[config.mk]
export PLATFORM = sky130hd
export DESIGN_NAME = apdr_top
export DESIGN_NICKNAME = d
export VERILOG_FILES = /design/src/apdr_pkg.sv /design/src/apdr_top.sv
export SDC_FILE = /design/constraint.sdc
export NUM_CORES = 1
export LEC_CHECK = 0
export BUFFER_PORTS_ARGS = -buffer_cell sky130_fd_sc_hd__buf_2
export CAP_MARGIN = 10
export CORE_MARGIN = 2
export CORE_UTILIZATION = 25
export DETAILED_ROUTE_END_ITERATION = 10
export GPL_ROUTABILITY_DRIVEN = 0
export RECOVER_POWER = 25
export SYNTH_ARGS = -nofsm -noshare
export SYNTH_HDL_FRONTEND = slang
export SYNTH_SLANG_ARGS = --single-unit
[constraint.sdc]
create_clock -name clk -period 4.98 [get_ports clk]
set_clock_uncertainty 0.2 [all_clocks]
set_input_delay 0.249 -clock clk [delete_from_list [all_inputs] [get_ports clk]]
set_output_delay 0.249 -clock clk [all_outputs]
set_load 0.02 [all_outputs]
[src/apdr_pkg.sv]
package apdr_pkg;

   // Register indices on the plain register port
   localparam logic [2:0] REG_POWER_MODE_A = 3'h0;
   localparam logic [2:0] REG_PLD_GATING   = 3'h1;
   localparam logic [2:0] REG_CONFIG       = 3'h2;
   localparam logic [2:0] REG_STATUS       = 3'h3;
   localparam logic [2:0] REG_MEMORY_MAP   = 3'h4;

   // Reset values
   localparam logic [7:0] POWER_MODE_A_RST = 8'h00;
   localparam logic [7:0] PLD_GATING_RST   = 8'h00;
   localparam logic [7:0] CONFIG_RST       = 8'h00;
   localparam logic [7:0] READ_IDLE        = 8'h00;

   // power_mode_control_a fields
   localparam int PMA_AUTO_POWER_DOWN = 1;
   localparam int PMA_FAST_MODE_OFF   = 3;
   localparam int PMA_CLOCK_OFF       = 4;

   // pld_input_gating_control fields
   localparam int GATE_LOW_ADDR  = 0;
   localparam int GATE_CONTROL_0 = 2;
   localparam int GATE_STROBE    = 5;
   localparam int GATE_BYTE_EN   = 6;

   // Configuration register fields
   localparam int CFG_STROBE_POLARITY = 0;

   // Status register fields
   localparam int STAT_POWER_DOWN   = 0;
   localparam int STAT_IN_RESET     = 1;
   localparam int STAT_FLASH_READ   = 2;
   localparam int STAT_ABORTING     = 3;
   localparam int STAT_IDLE_CNT_LSB = 4;

   // Memory map mode register fields
   localparam int MMAP_CODE_SPACE_BIT = 0;

   // Idle counter
   localparam int         IDLE_W     = 4;
   localparam logic [3:0] IDLE_ZERO  = 4'h0;
   localparam logic [3:0] IDLE_LIMIT = 4'hf;
   localparam logic [3:0] IDLE_ONE   = 4'h1;

   // Timing
   localparam int CLK_PERIOD_NS         = 5;
   localparam int POWER_ON_RESET_WIDTH_US = 1;
   localparam int WARM_RESET_WIDTH_NS   = 150;
   localparam int RESET_RECOVERY_TIME_NS = 120;
   localparam int RECOVERY_CYCLES       = RESET_RECOVERY_TIME_NS / CLK_PERIOD_NS;
   localparam int REC_W                 = 6;
   localparam int FLASH_ABORT_TIME_US   = 25;
   localparam int FLASH_ABORT_CYCLES    = FLASH_ABORT_TIME_US * 1000 / CLK_PERIOD_NS;
   localparam int ABORT_W               = 16;

endpackage : apdr_pkg

[src/apdr_top.sv]
// Chosen here: the plain register port and the address map.
`timescale 1ns/10ps
`default_nettype none

module apdr_top
   import apdr_pkg::*;
#(
   parameter int         ABORT_CYCLES = apdr_pkg::FLASH_ABORT_CYCLES,
   parameter logic [7:0] MMAP_INIT    = 8'h00
) (
   input  wire logic       clk,
   input  wire logic       srst,
   input  wire logic       ce,
   input  wire logic [2:0] reg_addr,
   input  wire logic [7:0] reg_wdata,
   input  wire logic       reg_wr,
   input  wire logic       reg_rd,
   output var  logic [7:0] reg_rdata,
   input  wire logic       addr_strobe,
   input  wire logic       pld_clock_input,
   input  wire logic       chip_select_n,
   input  wire logic       reset_n,
   input  wire logic       flash_busy,
   input  wire logic [7:0] low_addr_in,
   input  wire logic [2:0] control_inputs_0_to_2,
   input  wire logic       data_byte_enable,
   input  wire logic [7:0] mcu_io_oe_req,
   input  wire logic       data_port_oe_req,
   input  wire logic       periph_io_oe_req,
   input  wire logic       addr_out_oe_req,
   output var  logic       power_down_flag,
   output var  logic       mem_select_enable,
   output var  logic       bus_pass_enable,
   output var  logic       pld_fast_mode,
   output var  logic       pld_array_clock,
   output var  logic [7:0] pld_array_low_addr,
   output var  logic [2:0] pld_array_control,
   output var  logic       pld_array_strobe,
   output var  logic       pld_array_byte_enable,
   output var  logic [7:0] mcu_io_oe,
   output var  logic       data_port_oe,
   output var  logic       periph_io_oe,
   output var  logic       addr_out_oe,
   output var  logic       pld_out_valid,
   output var  logic       device_in_reset,
   output var  logic       flash_read_mode,
   output var  logic       flash_abort
);

   import apdr_pkg::*;

   localparam logic [ABORT_W-1:0] ABORT_LOAD = ABORT_W'(ABORT_CYCLES);
   localparam logic [ABORT_W-1:0] ABORT_ONE  = ABORT_W'(1);
   localparam logic [ABORT_W-1:0] ABORT_ZERO = ABORT_W'(0);
   localparam logic [REC_W-1:0]   REC_LOAD   = REC_W'(RECOVERY_CYCLES);
   localparam logic [REC_W-1:0]   REC_ONE    = REC_W'(1);
   localparam logic [REC_W-1:0]   REC_ZERO   = REC_W'(0);
   localparam logic [7:0]         MMAP_RST   = MMAP_INIT & ~(8'h01 << MMAP_CODE_SPACE_BIT);

   logic [7:0]         power_mode_control_a;
   logic [7:0]         pld_input_gating_control;
   logic [7:0]         config_reg;
   logic [7:0]         memory_map_mode_register;
   logic [IDLE_W-1:0]  idle_cnt;
   logic [REC_W-1:0]   rec_cnt;
   logic [ABORT_W-1:0] abort_cnt;
   logic               strobe_q;
   logic               pld_clk_q;
   logic               csi_n_q;
   logic               reset_n_q;
   logic               pd_state;

   logic               auto_power_down;
   logic               strobe_edge;
   logic               clk_rise;
   logic               wake;
   logic               count_step;
   logic               warm_reset;
   logic [REC_W-1:0]   next_rec_cnt;
   logic [ABORT_W-1:0] next_abort_cnt;
   logic               next_pd;
   logic [IDLE_W-1:0]  next_idle_cnt;
   logic               next_in_reset;
   logic [7:0]         status_word;

   ////////////////////////////////////////////////////////////////////////////
   // Event detection on the pins

   always_ff @(posedge clk) begin
      if (srst) begin
         strobe_q  <= 1'b0;
         pld_clk_q <= 1'b0;
         csi_n_q   <= 1'b1;
         reset_n_q <= 1'b0;
      end else if (ce) begin
         strobe_q  <= addr_strobe;
         pld_clk_q <= pld_clock_input;
         csi_n_q   <= chip_select_n;
         reset_n_q <= reset_n;
      end
   end

   always_comb begin
      auto_power_down = power_mode_control_a[PMA_AUTO_POWER_DOWN];
      warm_reset      = ~reset_n;
      strobe_edge     = addr_strobe ^ strobe_q;
      // Raw pin clock, never the gated array clock, so gating cannot stall the count
      clk_rise        = pld_clock_input & ~pld_clk_q;
      wake            = strobe_edge | (~chip_select_n & csi_n_q) | (reset_n & ~reset_n_q);
      count_step      = auto_power_down & ~strobe_edge & clk_rise
                        & (addr_strobe == config_reg[CFG_STROBE_POLARITY])
                        & (idle_cnt != IDLE_LIMIT);
   end

   ////////////////////////////////////////////////////////////////////////////
   // Idle counter and power-down flag

   always_comb begin
      next_idle_cnt = idle_cnt;
      next_pd       = pd_state;
      if (!auto_power_down) begin
         next_idle_cnt = IDLE_ZERO;
         next_pd       = 1'b0;
      end else if (wake) begin
         next_idle_cnt = IDLE_ZERO;
         next_pd       = 1'b0;
      end else if (count_step) begin
         next_idle_cnt = idle_cnt + IDLE_ONE;
         if (idle_cnt == IDLE_LIMIT - IDLE_ONE) begin
            next_pd = 1'b1;
         end
      end
   end

   always_ff @(posedge clk) begin
      if (srst) begin
         idle_cnt <= IDLE_ZERO;
         pd_state <= 1'b0;
      end else if (ce) begin
         idle_cnt <= next_idle_cnt;
         pd_state <= next_pd;
      end
   end

   ////////////////////////////////////////////////////////////////////////////
   // Reset recovery and flash abort

   always_comb begin
      next_rec_cnt = rec_cnt;
      if (warm_reset) begin
         next_rec_cnt = REC_LOAD;
      end else if (rec_cnt != REC_ZERO) begin
         next_rec_cnt = rec_cnt - REC_ONE;
      end
      next_in_reset = warm_reset | (next_rec_cnt != REC_ZERO);
      next_abort_cnt = abort_cnt;
      if (abort_cnt != ABORT_ZERO) begin
         next_abort_cnt = abort_cnt - ABORT_ONE;
      end else if (warm_reset && flash_busy) begin
         next_abort_cnt = ABORT_LOAD;
      end
   end

   always_ff @(posedge clk) begin
      if (srst) begin
         rec_cnt         <= REC_LOAD;
         device_in_reset <= 1'b1;
         abort_cnt       <= ABORT_ZERO;
         flash_abort     <= 1'b0;
         flash_read_mode <= 1'b1;
      end else if (ce) begin
         rec_cnt         <= next_rec_cnt;
         device_in_reset <= next_in_reset;
         abort_cnt       <= next_abort_cnt;
         flash_abort     <= next_abort_cnt != ABORT_ZERO;
         flash_read_mode <= (next_abort_cnt == ABORT_ZERO) & ~flash_busy;
      end
   end

   ////////////////////////////////////////////////////////////////////////////
   // Registers

   // Power-mode registers survive warm reset and power down; only power-up clears them
   always_ff @(posedge clk) begin
      if (srst) begin
         power_mode_control_a     <= POWER_MODE_A_RST;
         pld_input_gating_control <= PLD_GATING_RST;
      end else if (ce && reg_wr) begin
         if (reg_addr == REG_POWER_MODE_A) begin
            power_mode_control_a <= reg_wdata;
         end else if (reg_addr == REG_PLD_GATING) begin
            pld_input_gating_control <= reg_wdata;
         end
      end
   end

   always_ff @(posedge clk) begin
      if (srst) begin
         config_reg               <= CONFIG_RST;
         memory_map_mode_register <= MMAP_RST;
      end else if (ce) begin
         if (warm_reset) begin
            config_reg               <= CONFIG_RST;
            memory_map_mode_register <= MMAP_RST;
         end else if (reg_wr && reg_addr == REG_CONFIG) begin
            config_reg <= reg_wdata;
         end else if (reg_wr && reg_addr == REG_MEMORY_MAP) begin
            memory_map_mode_register <= reg_wdata;
         end
      end
   end

   always_comb begin
      status_word                                  = READ_IDLE;
      status_word[STAT_POWER_DOWN]                 = pd_state;
      status_word[STAT_IN_RESET]                   = device_in_reset;
      status_word[STAT_FLASH_READ]                 = flash_read_mode;
      status_word[STAT_ABORTING]                   = flash_abort;
      status_word[STAT_IDLE_CNT_LSB +: IDLE_W]     = idle_cnt;
   end

   // Read data stand for one cycle only; unmapped indices read as zero
   always_ff @(posedge clk) begin
      if (srst) begin
         reg_rdata <= READ_IDLE;
      end else if (ce) begin
         reg_rdata <= READ_IDLE;
         if (reg_rd) begin
            if (reg_addr == REG_POWER_MODE_A) begin
               reg_rdata <= power_mode_control_a;
            end else if (reg_addr == REG_PLD_GATING) begin
               reg_rdata <= pld_input_gating_control;
            end else if (reg_addr == REG_CONFIG) begin
               reg_rdata <= config_reg;
            end else if (reg_addr == REG_STATUS) begin
               reg_rdata <= status_word;
            end else if (reg_addr == REG_MEMORY_MAP) begin
               reg_rdata <= memory_map_mode_register;
            end
         end
      end
   end

   ////////////////////////////////////////////////////////////////////////////
   // Memory selection and PLD input gating

   always_ff @(posedge clk) begin
      if (srst) begin
         power_down_flag       <= 1'b0;
         mem_select_enable     <= 1'b0;
         bus_pass_enable       <= 1'b0;
         pld_fast_mode         <= 1'b1;
         pld_array_clock       <= 1'b0;
         pld_array_low_addr    <= 8'h00;
         pld_array_strobe      <= 1'b0;
         pld_array_byte_enable <= 1'b0;
      end else if (ce) begin
         power_down_flag       <= next_pd;
         bus_pass_enable       <= ~next_pd;
         mem_select_enable     <= ~next_pd & ~chip_select_n & ~next_in_reset;
         pld_fast_mode         <= ~power_mode_control_a[PMA_FAST_MODE_OFF];
         pld_array_clock       <= pld_clock_input & ~power_mode_control_a[PMA_CLOCK_OFF];
         pld_array_low_addr    <= (next_pd | pld_input_gating_control[GATE_LOW_ADDR])
                                  ? 8'h00 : low_addr_in;
         pld_array_strobe      <= addr_strobe & ~next_pd
                                  & ~pld_input_gating_control[GATE_STROBE];
         pld_array_byte_enable <= data_byte_enable & ~next_pd
                                  & ~pld_input_gating_control[GATE_BYTE_EN];
      end
   end

   for (genvar i = 0; i < 3; i++) begin : g_control_gate
      always_ff @(posedge clk) begin
         if (srst) begin
            pld_array_control[i] <= 1'b0;
         end else if (ce) begin
            pld_array_control[i] <= control_inputs_0_to_2[i] & ~next_pd
                                    & ~pld_input_gating_control[GATE_CONTROL_0 + i];
         end
      end
   end

   ////////////////////////////////////////////////////////////////////////////
   // Pin drive control

   always_ff @(posedge clk) begin
      if (srst) begin
         mcu_io_oe     <= 8'h00;
         data_port_oe  <= 1'b0;
         periph_io_oe  <= 1'b0;
         addr_out_oe   <= 1'b0;
         pld_out_valid <= 1'b0;
      end else if (ce) begin
         pld_out_valid <= 1'b1;
         if (next_in_reset) begin
            mcu_io_oe    <= 8'h00;
            data_port_oe <= 1'b0;
            periph_io_oe <= 1'b0;
            addr_out_oe  <= 1'b0;
         end else if (next_pd) begin
            data_port_oe <= 1'b0;
            periph_io_oe <= 1'b0;
            // Address output is undefined here; floating it is the cheapest choice
            addr_out_oe  <= 1'b0;
         end else begin
            mcu_io_oe    <= mcu_io_oe_req;
            data_port_oe <= data_port_oe_req;
            periph_io_oe <= periph_io_oe_req;
            addr_out_oe  <= addr_out_oe_req;
         end
      end
   end

   ////////////////////////////////////////////////////////////////////////////
   // Checks

   property p_enter_pd;
      @(posedge clk) disable iff (srst)
      ce && auto_power_down && !wake && count_step && idle_cnt == 4'he |=> power_down_flag && idle_cnt == 4'hf;
   endproperty
   a_enter_pd: assert property (p_enter_pd) else $error("power down not entered after idle count");

   property p_wake;
      @(posedge clk) disable iff (srst)
      ce && power_down_flag && strobe_edge |=> !power_down_flag && idle_cnt == 4'h0;
   endproperty
   a_wake: assert property (p_wake) else $error("strobe pulse did not end power down");

   property p_block;
      @(posedge clk) disable iff (srst)
      power_down_flag |-> !mem_select_enable && !bus_pass_enable && pld_array_low_addr == 8'h00;
   endproperty
   a_block: assert property (p_block) else $error("bus not blocked in power down");

   property p_disabled;
      @(posedge clk) disable iff (srst)
      ce && !auto_power_down |=> idle_cnt == 4'h0 && !power_down_flag;
   endproperty
   a_disabled: assert property (p_disabled) else $error("idle counter ran while disabled");

   property p_keep_pmr;
      @(posedge clk) disable iff (srst)
      ce && !reg_wr && warm_reset |=> power_mode_control_a == $past(power_mode_control_a);
   endproperty
   a_keep_pmr: assert property (p_keep_pmr) else $error("power mode register changed in reset");

   property p_chip_select;
      @(posedge clk) disable iff (srst)
      ce && chip_select_n |=> !mem_select_enable;
   endproperty
   a_chip_select: assert property (p_chip_select) else $error("memories selected with chip select high");

   property p_recovery;
      @(posedge clk) disable iff (srst)
      ce && reset_n && !reset_n_q |=> device_in_reset;
   endproperty
   a_recovery: assert property (p_recovery) else $error("reset recovery too short");

   property p_warm_clear;
      @(posedge clk) disable iff (srst)
      ce && warm_reset |=> config_reg == 8'h00 && !memory_map_mode_register[MMAP_CODE_SPACE_BIT]
                           && mcu_io_oe == 8'h00 && !data_port_oe;
   endproperty
   a_warm_clear: assert property (p_warm_clear) else $error("registers or pins not reset");

   property p_abort;
      @(posedge clk) disable iff (srst)
      ce && abort_cnt == 16'h0001 && !flash_busy |=> flash_read_mode && !flash_abort;
   endproperty
   a_abort: assert property (p_abort) else $error("flash not back in read mode after abort");

endmodule : apdr_top

`default_nettype wire

==> impl_metrics.env <==
export IMPL_status="finished clean"
export IMPL_crit_chain="inv_1 -> ha_1 -> xor2_1 -> or4_1 -> o31a_1 -> nor4_2 -> a22o_1"
export IMPL_grt_pass1_vias=3878
export IMPL_dp_cells=825
export IMPL_n_antenna_cell=0
export IMPL_core_area_um2=18700
export IMPL_drc=0
export IMPL_min_period_over_period_pct=60.3
export IMPL_grtUsageTotal_pct=12.8
export IMPL_drive_gt1_share_pct=13.1
export IMPL_path_clk_slew_ns=0.07
export IMPL_route_detailed_wl_per_inst_um=15.1
export IMPL_place_hpwl_mm=8.92
export IMPL_synth_seq_cells=103
export IMPL_first_iter_violations=418
export IMPL_cp_top_family="simple AND/OR/NAND/NOR gates"
export IMPL_clock_latency_ns=0.34
export IMPL_fmax_mhz=333
export IMPL_start_kind="flop"
export IMPL_netlist_instances=537
export IMPL_synthTopCellsByArea="dfxtp_1, mux2i_1, nor2_1"
export IMPL_slew_violations=0
export IMPL_numCtsBuffers=9
export IMPL_top_register="abort_cnt"
export IMPL_hold_viol=0
export IMPL_yosys_warnings=0
export IMPL_synth_flop_cell="dfxtp_1"
export IMPL_yosysTopAreaCellShare_pct=43.4
export IMPL_endpoint_kind="flop"
export IMPL_grt_pass1_wl_mm=20.8
export IMPL_clkSinkCount=103
export IMPL_rows=50
export IMPL_die_x_um=142
export IMPL_worstPathArrival_ns=3.09
export IMPL_crit_type="reg2reg"
export IMPL_synth_nets=587
export IMPL_grt_remaining_overflow=0
export IMPL_most_common_layout_cells="dfxtp_1, nor2_1, buf_2"
export IMPL_critPathMaxStageDelay_ns=0.80
export IMPL_dieHeight_um=142
export IMPL_gr_usage_met3_pct=2.56
export IMPL_cp_max_fo=12
export IMPL_cp_slowest_cell="nor4_2"
export IMPL_relSlewSlack_pct=28.7
export IMPL_rsz0062_at_grt="no"
export IMPL_hold_buffers=28
export IMPL_power_leakage_nw=2.24
export IMPL_ys_seq_area_share_pct=43.4
export IMPL_syn_area_um2=4750
export IMPL_post_cts_resized=0
export IMPL_min_path_type="in2reg"
export IMPL_antenna_found_initial=0
export IMPL_ir_drop_v=0.000193
export IMPL_ys_types=61
export IMPL_layoutNonFillerInstCount=869
export IMPL_grt_use_met2_pct=20.1
export IMPL_tightest_slew_ns=1.06
export IMPL_powerDensity_nw_per_um2=432
export IMPL_h_tree_depth=3
export IMPL_async_flop_share_pct=0
export IMPL_ant_nets=0
export IMPL_dieArea_um2=20100
export IMPL_start_util_pct=25.4
export IMPL_crit_buf_inv=1
export IMPL_final_setup_viol_count=0
export IMPL_io_pins=85
export IMPL_final_common_cell="dfxtp_1"
export IMPL_syn_area_per_cell_um2=8.85
export IMPL_clk_path_buf_depth=2
export IMPL_firstDrtPassIters=5
export IMPL_layout_nets=680
export IMPL_vias=4284
export IMPL_fin_crit_ns=3.00
export IMPL_gr_max_usage_layer="met2"
export IMPL_yosysTopAreaCell="dfxtp_1"
export IMPL_cts_root_buf="clkbuf_16"
export IMPL_area_growth_pct=24.0
export IMPL_grt_max_degree=79
export IMPL_required_ns=5.06
export IMPL_maxCapViolations=0
export IMPL_synth_edff_count=0
export IMPL_fillers=1939
export IMPL_port_buffers=84
export IMPL_use_met1_pct=17.7
export IMPL_tritoncts="yes"
export IMPL_drt_total_wl_mm=13.1
export IMPL_setup_tns_final_ns=0
export IMPL_vias_per_cell=4.93
export IMPL_post_cts_buffers=0
export IMPL_largest_reg_flops=16
logic make-up (layout without fill, tap and decap cells):
group	Yosys count	after routing	synth area share [%]
buf+inv	52	150	4.29
xor+xnor	12	12	2.21
mux	38	38	8.30
fa+ha+maj	6	6	1.58
flops	103	103	43.4
simple gates	184	184	19.8
compound gates	142	142	20.4
layer usage:
| metal | share of wire (%) | vias up |
|---|---|---|
| met5 | 0 | - |
| met4 | 1.4 | 0 |
| met3 | 3.2 | 17 |
| met2 | 48 | 83 |
| met1 | 48 | 2035 |
| li1 | - | 2149 |
where the power goes:
part / total (mW) / switching [mW] / internal [mW] / leakage (nW)
sequential: 1.00 / 0.105 / 0.897 / 0.838
clock: 0.687 / 0.326 / 0.361 / 0.145
combinational: 0.855 / 0.479 / 0.376 / 1.25
total: 2.54 / 0.910 / 1.63 / 2.24
worst min-delay path, delay by kind of cell:
family	cells	cell delay, ns
simple gates	1	0.07
mux	1	0.08
buf+inv	1	0.13
through the flow:
step           util [%]  worst slack [ns]  power (mW)  area, um^2  hold slack [ns]
2_1_floorplan         -              2.18        1.67        4750            0.146
5_1_grt            31.5              1.80        2.72        5890           0.0160
3_3_place_gp       28.7              2.06        1.86        5370            0.240
3_5_place_dp       28.7              2.01        1.85        5370            0.251
6_report           31.5              1.98        2.54        5890           0.0127
4_1_cts            31.7              1.97        2.56        5940          0.00374
final timing paths:
kind,cells after the start,end,from,slack [ns]
min reg2reg,2,reset_n_q,reset_n_q,0.26
min,3,pld_input_gating_control[5],reg_wdata[5],0.01
max reg2reg,7,mcu_io_oe[4],rec_cnt[0],1.98
max,7,mcu_io_oe[4],rec_cnt[0],1.98
final cells by class:
class	instances	area [um^2]	share of cell area [%]
multi-input combinational	382	2490	42.3
sequential	103	2060	35.0
timing repair buffer	117	693	11.8
tap	234	293	4.97
clock buffer	10	239	4.06
inverter	17	63.8	1.08
clock inverter	6	51.3	0.870
cell usage after synthesis (3+ instances only):
cell and n:
o21ai_0 29, a21boi_0 3, ha_1 6, xnor2_1 4, xor2_1 8, nor4_1 6, nand4_1 4, nand2_1 44
or4_1 7, nand2b_1 9, a22oi_1 16, inv_1 17, buf_1 6, nand3_1 9, a22o_1 20, or3b_2 3
clkbuf_1 27, a31oi_1 4, nand4b_1 8, a21oi_1 34, nor3_1 13, nor2_1 61, mux2i_1 36, dfxtp_1 103
and2_1 3, o2111ai_1 8, o31ai_1 4
Note: power is estimated with default switching activity, not from simulation.
